===== src/common/irq_mask_pkg.sv =====
// Purpose: Constants for the clock-chip interrupt mask bank
// Assumes: AXI4-Lite register access, 32-bit data, 8-bit registers in the low lane
// Notes: Register indices are word indices; byte address is four times the index
package irq_mask_pkg;

  // ==========================================================================
  // Bus geometry
  localparam int unsigned ADDR_W = 12;
  localparam int unsigned DATA_W = 32;
  localparam int unsigned REG_W = 8;
  localparam int unsigned NUM_ROWS = 6;

  // ==========================================================================
  // Register indices (byte address = index * 4)
  localparam logic [9:0] IDX_SYSTEM_CLOCK_LOOP_WDOG_NVM = 10'h10A;
  localparam logic [9:0] IDX_REF_AB = 10'h10B;
  localparam logic [9:0] IDX_REF_CD = 10'h10C;
  localparam logic [9:0] IDX_LOOP0_LOCK = 10'h10D;
  localparam logic [9:0] IDX_LOOP0_MODE = 10'h10E;
  localparam logic [9:0] IDX_ANALOG_LOOP0 = 10'h10F;
  localparam logic [9:0] IDX_RECORD_SUMMARY = 10'h113;
  localparam logic [9:0] IDX_FIRST_ROW = IDX_SYSTEM_CLOCK_LOOP_WDOG_NVM;

  // ==========================================================================
  // Reset values
  localparam logic [7:0] MASK_RESET = 8'h00;

  // ==========================================================================
  // Field positions, system clock loop / watchdog / nonvolatile memory row
  localparam int unsigned B_NVM_DONE = 0;
  localparam int unsigned B_NVM_FAULT = 1;
  localparam int unsigned B_WDOG_EXPIRED = 3;
  localparam int unsigned B_SYSTEM_CLOCK_LOOP_LOCKED = 4;
  localparam int unsigned B_SYSTEM_CLOCK_LOOP_STABLE = 5;
  localparam int unsigned B_SYSTEM_CLOCK_LOOP_UNLOCKED = 6;

  // Reference rows: low group for inputs A/C, high group for inputs B/D
  localparam int unsigned B_REF_FAULT = 0;
  localparam int unsigned B_REF_FAULT_CLEARED = 1;
  localparam int unsigned B_REF_VALIDATED = 2;
  localparam int unsigned REF_HIGH_GROUP = 4;

  // Digital loop 0 lock row
  localparam int unsigned B_PHASE_LOCKED = 0;
  localparam int unsigned B_PHASE_UNLOCKED = 1;
  localparam int unsigned B_FREQ_LOCKED = 2;
  localparam int unsigned B_FREQ_UNLOCKED = 3;
  localparam int unsigned B_SLEW_LIMITED = 4;
  localparam int unsigned B_SLEW_UNLIMITED = 5;
  localparam int unsigned B_FREQ_CLAMPED = 6;
  localparam int unsigned B_FREQ_UNCLAMPED = 7;

  // Digital loop 0 mode row
  localparam int unsigned B_ACTIVATED_A = 0;
  localparam int unsigned B_HISTORY_UPDATED = 4;
  localparam int unsigned B_HOLDOVER = 5;
  localparam int unsigned B_FREE_RUN = 6;
  localparam int unsigned B_SWITCHING = 7;

  // Analog loop 0 row
  localparam int unsigned B_CAL_STARTED = 0;
  localparam int unsigned B_CAL_DONE = 1;
  localparam int unsigned B_ALOOP_LOCKED = 2;
  localparam int unsigned B_ALOOP_UNLOCKED = 3;
  localparam int unsigned B_DIST_SYNC = 4;

  // ==========================================================================
  // Implemented (non-reserved) bits of each row
  localparam logic [7:0] REF_GROUP = 8'h07;
  localparam logic [7:0] VALID_SYSTEM_CLOCK_LOOP_WDOG_NVM = 8'h7B;
  localparam logic [7:0] VALID_REF = 8'h77;
  localparam logic [7:0] VALID_LOOP0_LOCK = 8'hFF;
  localparam logic [7:0] VALID_LOOP0_MODE = 8'hFF;
  localparam logic [7:0] VALID_ANALOG_LOOP0 = 8'h1F;
  localparam logic [7:0] VALID_ROW [NUM_ROWS] = '{
    VALID_SYSTEM_CLOCK_LOOP_WDOG_NVM, VALID_REF, VALID_REF,
    VALID_LOOP0_LOCK, VALID_LOOP0_MODE, VALID_ANALOG_LOOP0};

  // ==========================================================================
  // AXI responses
  localparam logic [1:0] RESP_OKAY = 2'h0;
  localparam logic [1:0] RESP_DECERR = 2'h3;

endpackage


===== src/hw/mask_row.sv =====
// Purpose: One 8-bit interrupt mask register with its event gate
// Assumes: Events are one-cycle pulses on the same clock
// Notes: Reserved positions never store and never pass an event
`timescale 1ns/1ps
module mask_row #(
  parameter logic [7:0] VALID = 8'hFF
) (
  // Clock and reset
  input wire logic clock_i,
  input wire logic reset_n_i,
  // Register write
  input wire logic wr_en_i,
  input wire logic [7:0] wr_data_i,
  // Events
  input wire logic [7:0] event_i,
  output logic [7:0] mask_o,
  output logic [7:0] record_o
);

  // ==========================================================================
  // Mask storage
  always_ff @(posedge clock_i or negedge reset_n_i) begin
    if (!reset_n_i) begin
      mask_o <= irq_mask_pkg::MASK_RESET; // [RULE3]
    end else if (wr_en_i) begin
      mask_o <= wr_data_i & VALID; // [RULE23]
    end
  end

  // ==========================================================================
  // Bit i of the mask gates bit i of the event row only
  always_ff @(posedge clock_i or negedge reset_n_i) begin
    if (!reset_n_i) begin
      record_o <= 8'h00;
    end else begin
      record_o <= event_i & mask_o & VALID; // [RULE1] [RULE2] [RULE3] [RULE23]
    end
  end

endmodule


===== src/hw/sticky_flag.sv =====
// Purpose: Sticky flag set by hardware, cleared by a write of one
// Assumes: Set and clear are same-clock pulses
// Notes: A set in the clearing cycle wins so no event is lost
`timescale 1ns/1ps
module sticky_flag (
  // Clock and reset
  input wire logic clock_i,
  input wire logic reset_n_i,
  // Control
  input wire logic set_i,
  input wire logic clear_i,
  output logic flag_o
);

  always_ff @(posedge clock_i or negedge reset_n_i) begin
    if (!reset_n_i) begin
      flag_o <= 1'b0;
    end else if (set_i) begin
      flag_o <= 1'b1;
    end else if (clear_i) begin
      flag_o <= 1'b0;
    end
  end

endmodule


===== src/hw/irq_mask_bank.sv =====
// Purpose: Interrupt mask bank for a dual-loop clock translator, AXI4-Lite slave
// Assumes: Event inputs are one-cycle pulses from logic on clock_i
// Notes: Recorded events appear one cycle after the event, gated by the mask
`timescale 1ns/1ps

// How it works
// [RULE1] Mask bit gates same-position monitor bit
// [RULE2] Mask one lets the event record
// [RULE3] Masks reset to zero, zero blocks events
// [RULE4] Row 0 bit 6: system loop unlocked
// [RULE5] Row 0 bit 5: system loop stable
// [RULE6] Row 0 bit 4: system loop locked
// [RULE7] Row 0 bit 3: watchdog expired
// [RULE8] Row 0 bit 1: memory load/save fault
// [RULE9] Row 0 bit 0: memory load/save done
// [RULE10] Two reference rows, bits 7,3 reserved
// [RULE11] Group low bit: reference faulted
// [RULE12] Group middle bit: fault cleared
// [RULE13] Group high bit: reference validated
// [RULE14] Lock row bits 0,1: phase lock/loss
// [RULE15] Lock row bits 2,3: frequency lock/loss
// [RULE16] Lock row bits 4,5: slew limit enter/leave
// [RULE17] Lock row bits 6,7: clamp enter/exit
// [RULE18] Mode row bits 0-3: reference A-D activated
// [RULE19] Mode row bit 4: history updated
// [RULE20] Mode row bits 5-7: holdover, free run, switching
// [RULE21] Analog row bits 0,1: calibration start/done
// [RULE22] Analog row bits 2-4: lock, unlock, sync
// [RULE23] Reserved bits read zero, ignore writes
module irq_mask_bank (
  // Clock and reset
  input wire logic clock_i,
  input wire logic reset_n_i,

  // AXI4-Lite write address
  input wire logic awvalid_i,
  input wire logic [11:0] awaddr_i,
  input wire logic [2:0] awprot_i,
  output logic awready_o,
  // AXI4-Lite write data
  input wire logic wvalid_i,
  input wire logic [31:0] wdata_i,
  input wire logic [3:0] wstrb_i,
  output logic wready_o,
  // AXI4-Lite write response
  output logic bvalid_o,
  output logic [1:0] bresp_o,
  input wire logic bready_i,
  // AXI4-Lite read address
  input wire logic arvalid_i,
  input wire logic [11:0] araddr_i,
  input wire logic [2:0] arprot_i,
  output logic arready_o,
  // AXI4-Lite read data
  output logic rvalid_o,
  output logic [31:0] rdata_o,
  output logic [1:0] rresp_o,
  input wire logic rready_i,

  // Raw event pulses, one row per mask register
  input wire logic [7:0] system_clock_loop_wdog_nvm_event_i,
  input wire logic [7:0] ref_ab_event_i,
  input wire logic [7:0] ref_cd_event_i,
  input wire logic [7:0] loop0_lock_event_i,
  input wire logic [7:0] loop0_mode_event_i,
  input wire logic [7:0] analog_loop0_event_i,

  // Events passed to the monitor, one cycle after the raw event
  output logic [7:0] system_clock_loop_wdog_nvm_record_o,
  output logic [7:0] ref_ab_record_o,
  output logic [7:0] ref_cd_record_o,
  output logic [7:0] loop0_lock_record_o,
  output logic [7:0] loop0_mode_record_o,
  output logic [7:0] analog_loop0_record_o,

  // Current mask values
  output logic [7:0] system_clock_loop_wdog_nvm_irq_mask_o,
  output logic [7:0] ref_ab_irq_mask_o,
  output logic [7:0] ref_cd_irq_mask_o,
  output logic [7:0] loop0_lock_irq_mask_o,
  output logic [7:0] loop0_mode_irq_mask_o,
  output logic [7:0] analog_loop0_irq_mask_o
);

  typedef enum logic [0:0] {
    WR_COLLECT,
    WR_RESPOND
  } wr_state_t;

  localparam int unsigned ROWS = irq_mask_pkg::NUM_ROWS;

  wr_state_t wr_state_q;
  logic aw_held_q;
  logic w_held_q;
  logic [9:0] aw_idx_q;
  logic [7:0] w_byte_q;
  logic w_lane_q;
  logic [7:0] event_row [ROWS];
  logic [7:0] mask_row_q [ROWS];
  logic [7:0] record_row_q [ROWS];
  logic [ROWS-1:0] row_wr_en;
  logic [ROWS-1:0] summary_q;
  logic [ROWS-1:0] summary_clear;
  logic [9:0] wr_off;
  logic [9:0] rd_idx;
  logic [9:0] rd_off;
  logic wr_commit;
  logic wr_row_hit;
  logic wr_summary_hit;
  logic rd_hit;
  logic [7:0] rd_byte;

  // ==========================================================================
  // Event rows: position of each bit is fixed by the field constants
  assign event_row[0] = system_clock_loop_wdog_nvm_event_i; // [RULE4] [RULE5] [RULE6] [RULE7] [RULE8] [RULE9]
  assign event_row[1] = ref_ab_event_i; // [RULE10] [RULE11] [RULE12] [RULE13]
  assign event_row[2] = ref_cd_event_i; // [RULE10] [RULE11] [RULE12] [RULE13]
  assign event_row[3] = loop0_lock_event_i; // [RULE14] [RULE15] [RULE16] [RULE17]
  assign event_row[4] = loop0_mode_event_i; // [RULE18] [RULE19] [RULE20]
  assign event_row[5] = analog_loop0_event_i; // [RULE21] [RULE22]

  // ==========================================================================
  // Write channel: address and data taken independently, in either order
  assign wr_commit = (wr_state_q == WR_COLLECT) && aw_held_q && w_held_q;
  assign wr_off = aw_idx_q - irq_mask_pkg::IDX_FIRST_ROW;
  assign wr_row_hit = (aw_idx_q >= irq_mask_pkg::IDX_FIRST_ROW) && (wr_off < 10'(ROWS));
  assign wr_summary_hit = (aw_idx_q == irq_mask_pkg::IDX_RECORD_SUMMARY);

  always_ff @(posedge clock_i or negedge reset_n_i) begin
    if (!reset_n_i) begin
      aw_held_q <= 1'b0;
      aw_idx_q <= 10'h000;
      awready_o <= 1'b1;
    end else if (awvalid_i && awready_o) begin
      aw_held_q <= 1'b1;
      aw_idx_q <= awaddr_i[11:2];
      awready_o <= 1'b0;
    end else if (bvalid_o && bready_i) begin
      aw_held_q <= 1'b0;
      awready_o <= 1'b1;
    end
  end

  always_ff @(posedge clock_i or negedge reset_n_i) begin
    if (!reset_n_i) begin
      w_held_q <= 1'b0;
      w_byte_q <= 8'h00;
      w_lane_q <= 1'b0;
      wready_o <= 1'b1;
    end else if (wvalid_i && wready_o) begin
      w_held_q <= 1'b1;
      w_byte_q <= wdata_i[7:0];
      w_lane_q <= wstrb_i[0];
      wready_o <= 1'b0;
    end else if (bvalid_o && bready_i) begin
      w_held_q <= 1'b0;
      wready_o <= 1'b1;
    end
  end

  // Response follows the commit; an unmapped address answers DECERR
  always_ff @(posedge clock_i or negedge reset_n_i) begin
    if (!reset_n_i) begin
      wr_state_q <= WR_COLLECT;
      bvalid_o <= 1'b0;
      bresp_o <= irq_mask_pkg::RESP_OKAY;
    end else begin
      case (wr_state_q)
        WR_COLLECT: begin
          if (wr_commit) begin
            bvalid_o <= 1'b1;
            bresp_o <= (wr_row_hit || wr_summary_hit) ? irq_mask_pkg::RESP_OKAY
                                                       : irq_mask_pkg::RESP_DECERR;
            wr_state_q <= WR_RESPOND;
          end
        end
        WR_RESPOND: begin
          if (bready_i) begin
            bvalid_o <= 1'b0;
            wr_state_q <= WR_COLLECT;
          end
        end
        default: begin
          bvalid_o <= 1'b0;
          wr_state_q <= WR_COLLECT;
        end
      endcase
    end
  end

  // ==========================================================================
  // Mask rows and their gates; only byte lane 0 carries register data
  genvar r;
  generate
    for (r = 0; r < ROWS; r++) begin : g_row
      assign row_wr_en[r] = wr_commit && wr_row_hit && w_lane_q && (wr_off == 10'(r));
      assign summary_clear[r] = wr_commit && wr_summary_hit && w_lane_q && w_byte_q[r];

      mask_row #(
        .VALID(irq_mask_pkg::VALID_ROW[r])
      ) u_mask_row (
        .clock_i(clock_i),
        .reset_n_i(reset_n_i),
        .wr_en_i(row_wr_en[r]),
        .wr_data_i(w_byte_q),
        .event_i(event_row[r]),
        .mask_o(mask_row_q[r]),
        .record_o(record_row_q[r])
      ); // [RULE1] [RULE2] [RULE3] [RULE23]

      // Row summary: any recorded event since the last clear
      sticky_flag u_summary (
        .clock_i(clock_i),
        .reset_n_i(reset_n_i),
        .set_i(|record_row_q[r]),
        .clear_i(summary_clear[r]),
        .flag_o(summary_q[r])
      );
    end
  endgenerate

  assign system_clock_loop_wdog_nvm_irq_mask_o = mask_row_q[0];
  assign ref_ab_irq_mask_o = mask_row_q[1];
  assign ref_cd_irq_mask_o = mask_row_q[2];
  assign loop0_lock_irq_mask_o = mask_row_q[3];
  assign loop0_mode_irq_mask_o = mask_row_q[4];
  assign analog_loop0_irq_mask_o = mask_row_q[5];

  assign system_clock_loop_wdog_nvm_record_o = record_row_q[0];
  assign ref_ab_record_o = record_row_q[1];
  assign ref_cd_record_o = record_row_q[2];
  assign loop0_lock_record_o = record_row_q[3];
  assign loop0_mode_record_o = record_row_q[4];
  assign analog_loop0_record_o = record_row_q[5];

  // ==========================================================================
  // Read channel: data registered one cycle after the address is taken
  assign rd_idx = araddr_i[11:2];
  assign rd_off = rd_idx - irq_mask_pkg::IDX_FIRST_ROW;

  always_comb begin
    rd_hit = 1'b0;
    rd_byte = 8'h00;
    if ((rd_idx >= irq_mask_pkg::IDX_FIRST_ROW) && (rd_off < 10'(ROWS))) begin
      rd_hit = 1'b1;
      rd_byte = mask_row_q[rd_off[2:0]]; // [RULE23]
    end else if (rd_idx == irq_mask_pkg::IDX_RECORD_SUMMARY) begin
      rd_hit = 1'b1;
      rd_byte = {2'h0, summary_q};
    end
  end

  always_ff @(posedge clock_i or negedge reset_n_i) begin
    if (!reset_n_i) begin
      arready_o <= 1'b1;
      rvalid_o <= 1'b0;
      rdata_o <= 32'h0000_0000;
      rresp_o <= irq_mask_pkg::RESP_OKAY;
    end else if (arvalid_i && arready_o) begin
      arready_o <= 1'b0;
      rvalid_o <= 1'b1;
      rdata_o <= {24'h00_0000, rd_byte};
      rresp_o <= rd_hit ? irq_mask_pkg::RESP_OKAY : irq_mask_pkg::RESP_DECERR;
    end else if (rvalid_o && rready_i) begin
      rvalid_o <= 1'b0;
      arready_o <= 1'b1;
    end
  end

endmodule


===== config.mk =====
export PLATFORM = sky130hd
export DESIGN_NAME = irq_mask_bank
export DESIGN_NICKNAME = d
export VERILOG_FILES = /design/src/common/irq_mask_pkg.sv /design/src/hw/mask_row.sv /design/src/hw/sticky_flag.sv /design/src/hw/irq_mask_bank.sv
export SDC_FILE = /design/constraint.sdc
export NUM_CORES = 1
export LEC_CHECK = 0
export BUFFER_PORTS_ARGS = -buffer_cell sky130_fd_sc_hd__buf_2
export CELL_PAD_IN_SITES_DETAIL_PLACEMENT = 0
export CELL_PAD_IN_SITES_GLOBAL_PLACEMENT = 1
export CORE_MARGIN = 4
export CORE_UTILIZATION = 39
export CTS_BUF_LIST = sky130_fd_sc_hd__clkbuf_4
export DETAILED_ROUTE_END_ITERATION = 6
export GPL_TIMING_DRIVEN = 0
export PLACE_DENSITY_LB_ADDON = 0.25
export SLEW_MARGIN = 40
export SYNTH_ARGS = -nofsm -noshare
export SYNTH_HDL_FRONTEND = slang
export SYNTH_SLANG_ARGS = --single-unit

===== constraint.sdc =====
create_clock -name clock_i -period 6.33 [get_ports clock_i]
set_input_delay 1.5825 -clock clock_i [delete_from_list [all_inputs] [get_ports clock_i]]
set_output_delay 1.5825 -clock clock_i [all_outputs]
set_load 0.02 [all_outputs]

# Yosys cells after proc, flatten, opt, wreduce, memory -nomap -nowiden
# Index checks and enable logic that the tools add are counted.
[totals]
ff_bits = 123
in_bits = 121
output_inout_bits = 137
word_cells = 137
[classes]
addsub = 2
magnitude_cmp = 5
eq_ne = 9
mux = 37
bitwise_logic = 8
n_reduce_logical = 44
[op_table]
columns = ["op", "n"]
rows = [
  ["1-bit 2-to-1 mux", 28],
  ["1-bit logical AND", 25],
  ["8-bit binary-select mux with 3-bit select", 1],
  ["8-bit 2-to-1 mux", 3],
  ["7-bit bitwise AND", 3],
  ["10-bit by 2-bit == test with 1-bit output (second input constant)", 2],
  ["10-bit by 3-bit == test with 1-bit output (second input constant)", 2],
  ["10-bit by 9-bit == test with 1-bit output (second input constant)", 2],
  ["10-bit by 9-bit >= comparator with 1-bit output (second input constant)", 2],
  ["10-bit by 3-bit less-than comparator with 1-bit output (second input constant)", 2],
  ["10-bit by 9-bit subtractor with 10-bit output (second input constant)", 2],
  ["2-bit nonzero test", 9],
  ["6-bit OR reduction", 3],
  ["8-bit bitwise AND", 2],
  ["8-bit OR reduction", 2],
  ["10-bit by 1-bit == test with 1-bit output (second input constant)", 1],
  ["10-bit logical NOT", 1],
  ["6-bit 2-to-1 mux", 1],
  ["5-bit bitwise AND", 1],
  ["5-bit OR reduction", 1],
  ["4-bit >= comparator (second input constant)", 1],
  ["2-bit 2-to-1 mux", 2],
  ["2-bit inequality test (second input constant)", 2],
  ["3-bit NOT with 4-bit output", 1],
  ["other kinds (4)", 6],
]

# Logic depth before layout (Yosys ltp)
# Gate-level depths: netlist (run 1).
[logic_depth]
ltp_word = 8
ltp_mapped = 10

# Cells and area by module
# A second synthesis (run 1) with hierarchy kept.
[hier_totals]
hier_cells = 448
area_unflattened_um2 = 5753.0
[by_module_without_submodules]
columns = ["module", "instances", "cells_each", "area_per_inst_um2"]
rows = [
  ["irq_mask_bank", 1, 247, 2566.2],
  ["mask_row (g_row[0].u_mask_row ...)", 3, 30, 473.0],
  ["mask_row (g_row[3].u_mask_row ...)", 2, 33, 581.8],
  ["mask_row (g_row[5].u_mask_row)", 1, 27, 386.6],
  ["sticky_flag", 6, 3, 36.3],
]

# Worst setup path before layout (run 1)
# No wires, ideal clock.
[synth_path]
path_kind = "input-to-reg"
startpoint = "input port araddr_i[3]"
endpoint = "register rdata_o[3]"
setup_ns = 0.141
arrival_time_ns = 3.311
setup_slack_ns = 2.878
stages = 10
n_path_buf = 3
cell_sequence = "clkbuf_1 -> inv_1 -> ha_1 -> clkbuf_1 -> o21a_1 -> nor2_1 -> a2111o_1 -> clkbuf_1 -> a211oi_1 -> a211oi_1"
[synth_via]
elab_chain_cells = 6
elab_cells_between_ends = 11
[synth_lines]
columns = ["item", "line", "text"]
rows = [
  ["start: declaration", "irq_mask_bank.sv:51", "input wire logic [11:0] araddr_i,"],
  ["parallel branches: the longest is 5 deep, another holds 10-bit by 9-bit subtractor with 10-bit output", "-", ""],
  ["8-bit 2-to-1 mux *", "irq_mask_bank.sv:244", "if ((rd_idx >= irq_mask_pkg::IDX_FIRST_ROW) && (rd_off < 10'(ROWS))) begin"],
  ["end signal: assignment", "irq_mask_bank.sv:262", "rdata_o <= {24'h00_0000, rd_byte};"],
  ["end: declaration", "irq_mask_bank.sv:56", "output logic [31:0] rdata_o,"],
]
# Mark *: on every way between the ends. The select of a mux whose other input is x is not followed.
# A chain may end at the register's enable or synchronous reset.

# Final worst setup path (run 1)
# Ends and elaborated chain as after synthesis.

==> results.cfg, run 1 <==
[run_status]
status = completed

[drt]
drt-wirelength-per-cell_um = 17.0
ant_nets = 0
dr_total_vias = 4197
wirelength_um = 15000
drtPass1Iterations = 4
drt_iter0_drc = 236
drc = 0
avgViaCountPerCell = 4.75

[hold_path]
whs_endpoint = g_row[5].u_summary.flag_o$_DFFE_PN0P_
hold_path_depth = 1
hold_path.startpoint = g_row[5].u_mask_row.record_o[4]$_DFF_PN0_
hp-class = flop to flop

[power]
ir_worst_vdd_v = 0.000228
total_power_mw = 2.08
total_leakage_power_nw = 3.83
p_per_area_mw_per_mm2 = 291

[worst_setup_path]
worstPathMaxFanout = 10
crit_path_start_kind = primary input
r2r_slack_ns = 3.24
reg2reg_depth = 8
r2r_end = g_row[4].u_mask_row.mask_o[0]$_DFFE_PN0P_
crit_type = primary input to flop
critical_path.endpoint_type = flop
arrival_ns = 3.74
timing.rr.start = aw_idx_q[1]$_DFFE_PN0P_
cp.required_ns = 6.72

[synthesis]
yosys_register_bits = 121
synth_common_cells = dfrtp_1, mux2_2, buf_4, and2_1, nand2_1
yosysTopAreaCell = dfrtp_1
async_reset_ff_share_pct = 100
syn_avg_cell_area_um2 = 12.2
syn_area_mm2 = 0.00558
synth-main-ff-cell = dfrtp_1
ys_seq_area_share_pct = 54.4
synth_most_common_cell = dfrtp_1
synth_area_leaders = dfrtp_1, mux2_2, buf_4
syn_inst = 456
ys_warn_count = 0
yosysTopAreaCellShare_pct = 52.9
synth_edf_count = 0
synth_cell_types = 50

[floorplanning]
initial_core_util_pct = 40.0
ios = 258
core_area_mm2 = 0.0139
die_h_um = 128
die_w_um = 128
fp.dieArea_mm2 = 0.0163
row_count = 43

[placement]
port_buffers = 168
dp.cells = 846
gp_congestion = 0.821
placed_area_mm2 = 0.00685
place_hpwl_um = 11700

[grt]
grt_util_met2_pct = 31.2
antenna_found_initial = 1
grt_util_met3_pct = 5.18
use_met1_pct = 23.0
grt-ovfl-total = 0
grt_pass1_vias = 4149
grt_max_degree = 63
grt_pass1_wl_um = 22800
grt_busiest_layer = met2
grt_usage_pct = 18.4

[clock_network]
clk_latency_ns = 0.52
hold_buffers = 0
path_clk_slew_ns = 0.10
clock_sinks = 121
cts_tree = done
htreeDepth = 4
post-cts-setup-buffers = 0
cts.repair.resized = 0
cts_buffers = 17
clockBufferDepth = 2
cts-root-buf = clkbuf_4

[finish]
design_area_mm2 = 0.00714
syn_to_final_growth_pct = 28.1
final_layout_size_suffix_gt1_share_pct = 46.7
layout.nets = 809
fin_cells = 883

[sta]
clock.fmax_mhz = 298
fin_crit_ns = 3.35
drv_slew = 0
timing.final.crit_share_pct = 53.0
final_hold_viol_count = 0
finalSetupViolCount = 0
rsz0062_at_grt = false
tightest_slew_ns = 0.807
fin_tns_setup_ns = 0
finClkSkew_ns = 0.0194
slew_headroom_pct = 46.2

[run]
drv_cap = 0
cells in the final DEF (no fill, tap or decap), types with 3 or more instances in the layout:
cell and n:
a211oi_4 6, a21oi_1 3, a22oi_1 5, and2_1 40
buf_2 169, buf_4 44, bufinv_16 3, clkbuf_1 10
clkbuf_4 20, clkinv_1 3, clkinv_2 6, conb_1 42
dfrtp_1 118, dfstp_2 3, diode_2 5, ha_1 3
inv_1 10, mux2_2 63, mux2i_1 5, mux4_2 3
nand2_1 34, nand2b_1 4, nand3_1 15, nand4_1 5
nor2_1 14, nor2b_1 4, nor4_1 8, o2111ai_1 4
o21ai_0 11, or3_1 6
kinds of logic (layout without fill, tap and decap cells):
family	after synthesis	in the layout	synth area share, %
other	1	47	0.0672
adder cells (fa/ha/maj)	3	3	0.673
AND/OR/NAND/NOR	143	143	14.2
flip-flops	121	121	54.4
XOR/XNOR	1	1	0.157
AO/OA/AOI/OAI	49	49	8.05
buffers and inverters	66	267	7.45
multiplexers	72	72	15.0
layout make-up:
cell class | instances | area (um2)
Antenna cell | 5 | 12.5
Buffer | 56 | 378
Clock buffer | 20 | 150
Clock inverter | 12 | 131
Fill cell | 1319 | 6790
Inverter | 10 | 37.5
Multi-Input combinational cell | 310 | 2300
Sequential cell | 121 | 3030
Tap cell | 180 | 225
Timing Repair Buffer | 169 | 878
registers in the layout, summed over array words and instances (netlist names):
signal	count
rresp_o	1
bresp_o	1
bvalid_o	1
g_row.u_mask_row.record_o	39
w_byte_q	8
g_row.u_mask_row.mask_o	39
wready_o	1
w_lane_q	1
rvalid_o	1
aw_idx_q	10
awready_o	1
w_held_q	1
aw_held_q	1
wr_state_q	1
rdata_o	8
g_row.u_summary.flag_o	6
arready_o	1
power breakdown:
| part | switching (mW) | internal, mW |
|---|---|---|
| sequential | 0.141 | 0.881 |
| clock | 0.273 | 0.279 |
| combinational | 0.289 | 0.216 |
| total | 0.703 | 1.38 |
how the worst max path moves through the flow:
stage,start,endpoint,cells past startpoint
after global placement,reset_n_i,aw_idx_q[3]$_DFFE_PN0P_,1
after floorplan,araddr_i[3],rdata_o[3]$_DFFE_PN0P_,10
after global routing,araddr_i[3],rdata_o[3]$_DFFE_PN0P_,10
after CTS,araddr_i[3],rdata_o[3]$_DFFE_PN0P_,10
final,araddr_i[3],rdata_o[3]$_DFFE_PN0P_,10
after detailed placement,araddr_i[3],rdata_o[3]$_DFFE_PN0P_,10
layer usage:
| layer | share of wire (%) | wire (um) |
|---|---|---|
| met1 | 40 | 6070 |
| met2 | 52 | 7770 |
| met3 | 6.7 | 1010 |
| met4 | 1.2 | 183 |
| met5 | 0 | 0 |
stage by stage:
stage               util [%]  setup WS [ns]  hold slack [ns]
floorplan                  -           2.88            0.454
global placement        48.8           2.17            0.452
detailed placement      49.2           2.47            0.443
CTS                     51.2           3.07            0.477
global route            51.3           2.73            0.491
finish                  51.3           2.98            0.472
critical path, cell delays in order:
cell and delay (ns):
clkbuf_1 0.31, inv_1 0.12, ha_1 0.29, clkbuf_1 0.27
o21a_1 0.17, nor2_1 0.04, a2111o_1 0.38, clkbuf_1 0.27
a211oi_1 0.24, a211oi_1 0.06
Note: power is estimated with default switching activity, not from simulation.
==> run 2: changes to the inputs <==
--- a/config.mk
+++ b/config.mk
@@ -9,7 +9,7 @@
 export CELL_PAD_IN_SITES_DETAIL_PLACEMENT = 0
 export CELL_PAD_IN_SITES_GLOBAL_PLACEMENT = 1
 export CORE_MARGIN = 4
-export CORE_UTILIZATION = 39
+export CORE_UTILIZATION = 37
 export CTS_BUF_LIST = sky130_fd_sc_hd__clkbuf_4
 export DETAILED_ROUTE_END_ITERATION = 6
 export GPL_TIMING_DRIVEN = 0
==> constraint.sdc (replaced) <==
create_clock -name clock_i -period 3.1 [get_ports clock_i]
set_input_delay 0.775 -clock clock_i [delete_from_list [all_inputs] [get_ports clock_i]]
set_output_delay 0.775 -clock clock_i [all_outputs]
set_load 0.02 [all_outputs]
==> run 2 against run 1 <==
  * Worst setup slack lost 2.6 ns
  * Largest power group unchanged
  * Cell count grew 0.34%
  * Global-route usage shrank 1.2 points
  * First-iteration DRC count grew 11%
==> results.cfg, run 2 (synthesis gave the netlist of run 1 again) <==
[sta]
fin_crit_ns = 2.75
final_hold_viol_count = 0
fin_ws_ns = 0.350
rsz0062_at_grt = false
fin_tns_setup_ns = 0
holdWs_ns = 0.143
timing.final.crit_share_pct = 88.7
drv_slew = 0
tightest_slew_ns = 0.800
finalSetupViolCount = 0
slew_headroom_pct = 46.7
clock.fmax_mhz = 364
finClkSkew_ns = 0.00940

[finish]
final_common_cell = buf_2
layout.nets = 813
reg_top3 = g_row.u_mask_row.mask_o: 39 flops, g_row.u_mask_row.record_o: 39 flops, aw_idx_q: 10 flops
most-common-layout-cells = buf_2, dfrtp_1, mux2_2, buf_4, conb_1
seqCellArea_mm2 = 0.00303
final_layout_size_suffix_gt1_share_pct = 47.3
num_antenna_cells = 0
fin_util_pct = 49.0
multi_input_area_mm2 = 0.00230
nFillCells = 1410
syn_to_final_growth_pct = 28.7

[worst_setup_path]
crit_path_top_delay_cell = dfrtp_1
reg2reg_depth = 8
cp-startpoint = aw_idx_q[1]$_DFFE_PN0P_
path_cells = inv_1, ha_1, nand4b_1, a211o_1, clkbuf_1, a211oi_4, buf_12, mux2_2
critical_path.endpoint_type = flop
worstPathMaxFanout = 13
cp.required_ns = 3.51
max_stage_delay_ns = 0.57
crit_path_start_kind = flop
crit_type = flop to flop
timing.rr.start = aw_idx_q[1]$_DFFE_PN0P_
arrival_ns = 3.16
r2r_end = g_row[4].u_mask_row.mask_o[4]$_DFFE_PN0P_
r2r_slack_ns = 0.35

[run_status]
status = completed

[clock_network]
cts.repair.resized = 0
cts_tree = done
cts_buffers = 17
clock_sinks = 121
cts-root-buf = clkbuf_4
clockBufferDepth = 2
clk_latency_ns = 0.52
htreeDepth = 4
path_clk_slew_ns = 0.10

[grt]
grt_max_degree = 72
grt_usage_pct = 17.2
antenna_found_initial = 1
grt-ovfl-total = 0
grt_pass1_vias = 4140
grt_pass1_wl_um = 22100

[floorplanning]
die_h_um = 131
row_count = 44
initial_core_util_pct = 38.1
fp.dieArea_mm2 = 0.0171
ios = 258
core_area_mm2 = 0.0146
die_w_um = 131

[drt]
ant_nets = 0
drt_iter0_drc = 261
drtPass1Iterations = 4
drc = 0
wirelength_um = 14600
drt-wirelength-per-cell_um = 16.4
dr_total_vias = 4248
avgViaCountPerCell = 4.79

[run]
drv_cap = 0

[placement]
dp_worst_setup_slack_ns = 0.0135
place_hpwl_um = 11400
gp_congestion = 0.844
port_buffers = 168

[power]
total_leakage_power_nw = 3.85
total_power_mw = 4.18
ir_worst_vdd_v = 0.000473
p_per_area_mw_per_mm2 = 582

[hold_path]
hp-class = primary input to async pin
==> run 2: metrics by stage <==
step / cells / area (um2)
after floorplan: 497 / 5730
after global placement: 849 / 6800
after detailed placement: 850 / 6860
after CTS: 882 / 7120
after global routing: 886 / 7180
final: 886 / 7180
==> run 2: where the power goes <==
group / switching, mW / internal (mW)
Combinational: 0.569 / 0.439
Clock: 0.560 / 0.500
Sequential: 0.314 / 1.80
==> run 2: worst max-delay path by stage <==
| stage | slack [ns] | to |
|---|---|---|
| 5_1_grt | 0.17 | g_row[2].u_mask_row.mask_o[5]$_DFFE_PN0P_ |
| 3_5_place_dp | 0.01 | g_row[4].u_mask_row.mask_o[4]$_DFFE_PN0P_ |
| 6_report | 0.35 | g_row[4].u_mask_row.mask_o[4]$_DFFE_PN0P_ |
| 4_1_cts | 0.04 | g_row[4].u_mask_row.mask_o[4]$_DFFE_PN0P_ |
| 2_1_floorplan | 0.46 | rdata_o[3]$_DFFE_PN0P_ |
| 3_3_place_gp | -0.24 | aw_idx_q[8]$_DFFE_PN0P_ |
==> run 2: worst max-delay path, delay by kind of cell (launching register included) <==
family,cells,cell delay (ns)
AND/OR/NAND/NOR,1,0.20
adder cells (fa/ha/maj),1,0.28
buffers and inverters,3,0.60
multiplexers,1,0.33
flip-flops,1,0.57
AO/OA/AOI/OAI,2,0.65
==> run 2: layout make-up <==
| class | count | area share [%] |
|---|---|---|
| buffer | 55 | 5.21 |
| clock inverter | 11 | 1.46 |
| timing repair buffer | 174 | 13.1 |
| sequential | 121 | 42.2 |
| clock buffer | 21 | 2.20 |
| inverter | 10 | 0.523 |
| tap | 184 | 3.21 |
| multi-input combinational | 310 | 32.0 |
==> run 2: repair_timing <==
action,CTS,global route
hold endpoints to repair,0,0
hold buffers,0,0
endpoints found under the setup margin,6,39
pin swaps,1,5
setup buffers,0,5
==> run 2: routing by layer <==
metal  track usage, %  up-vias  wire length [um]
met3             5.61       13              1200
met1             22.5     2078              5950
met4             5.08        2               133
met5                0        -                 7
li1                 -     1997                 -
met2             27.5      158              7260
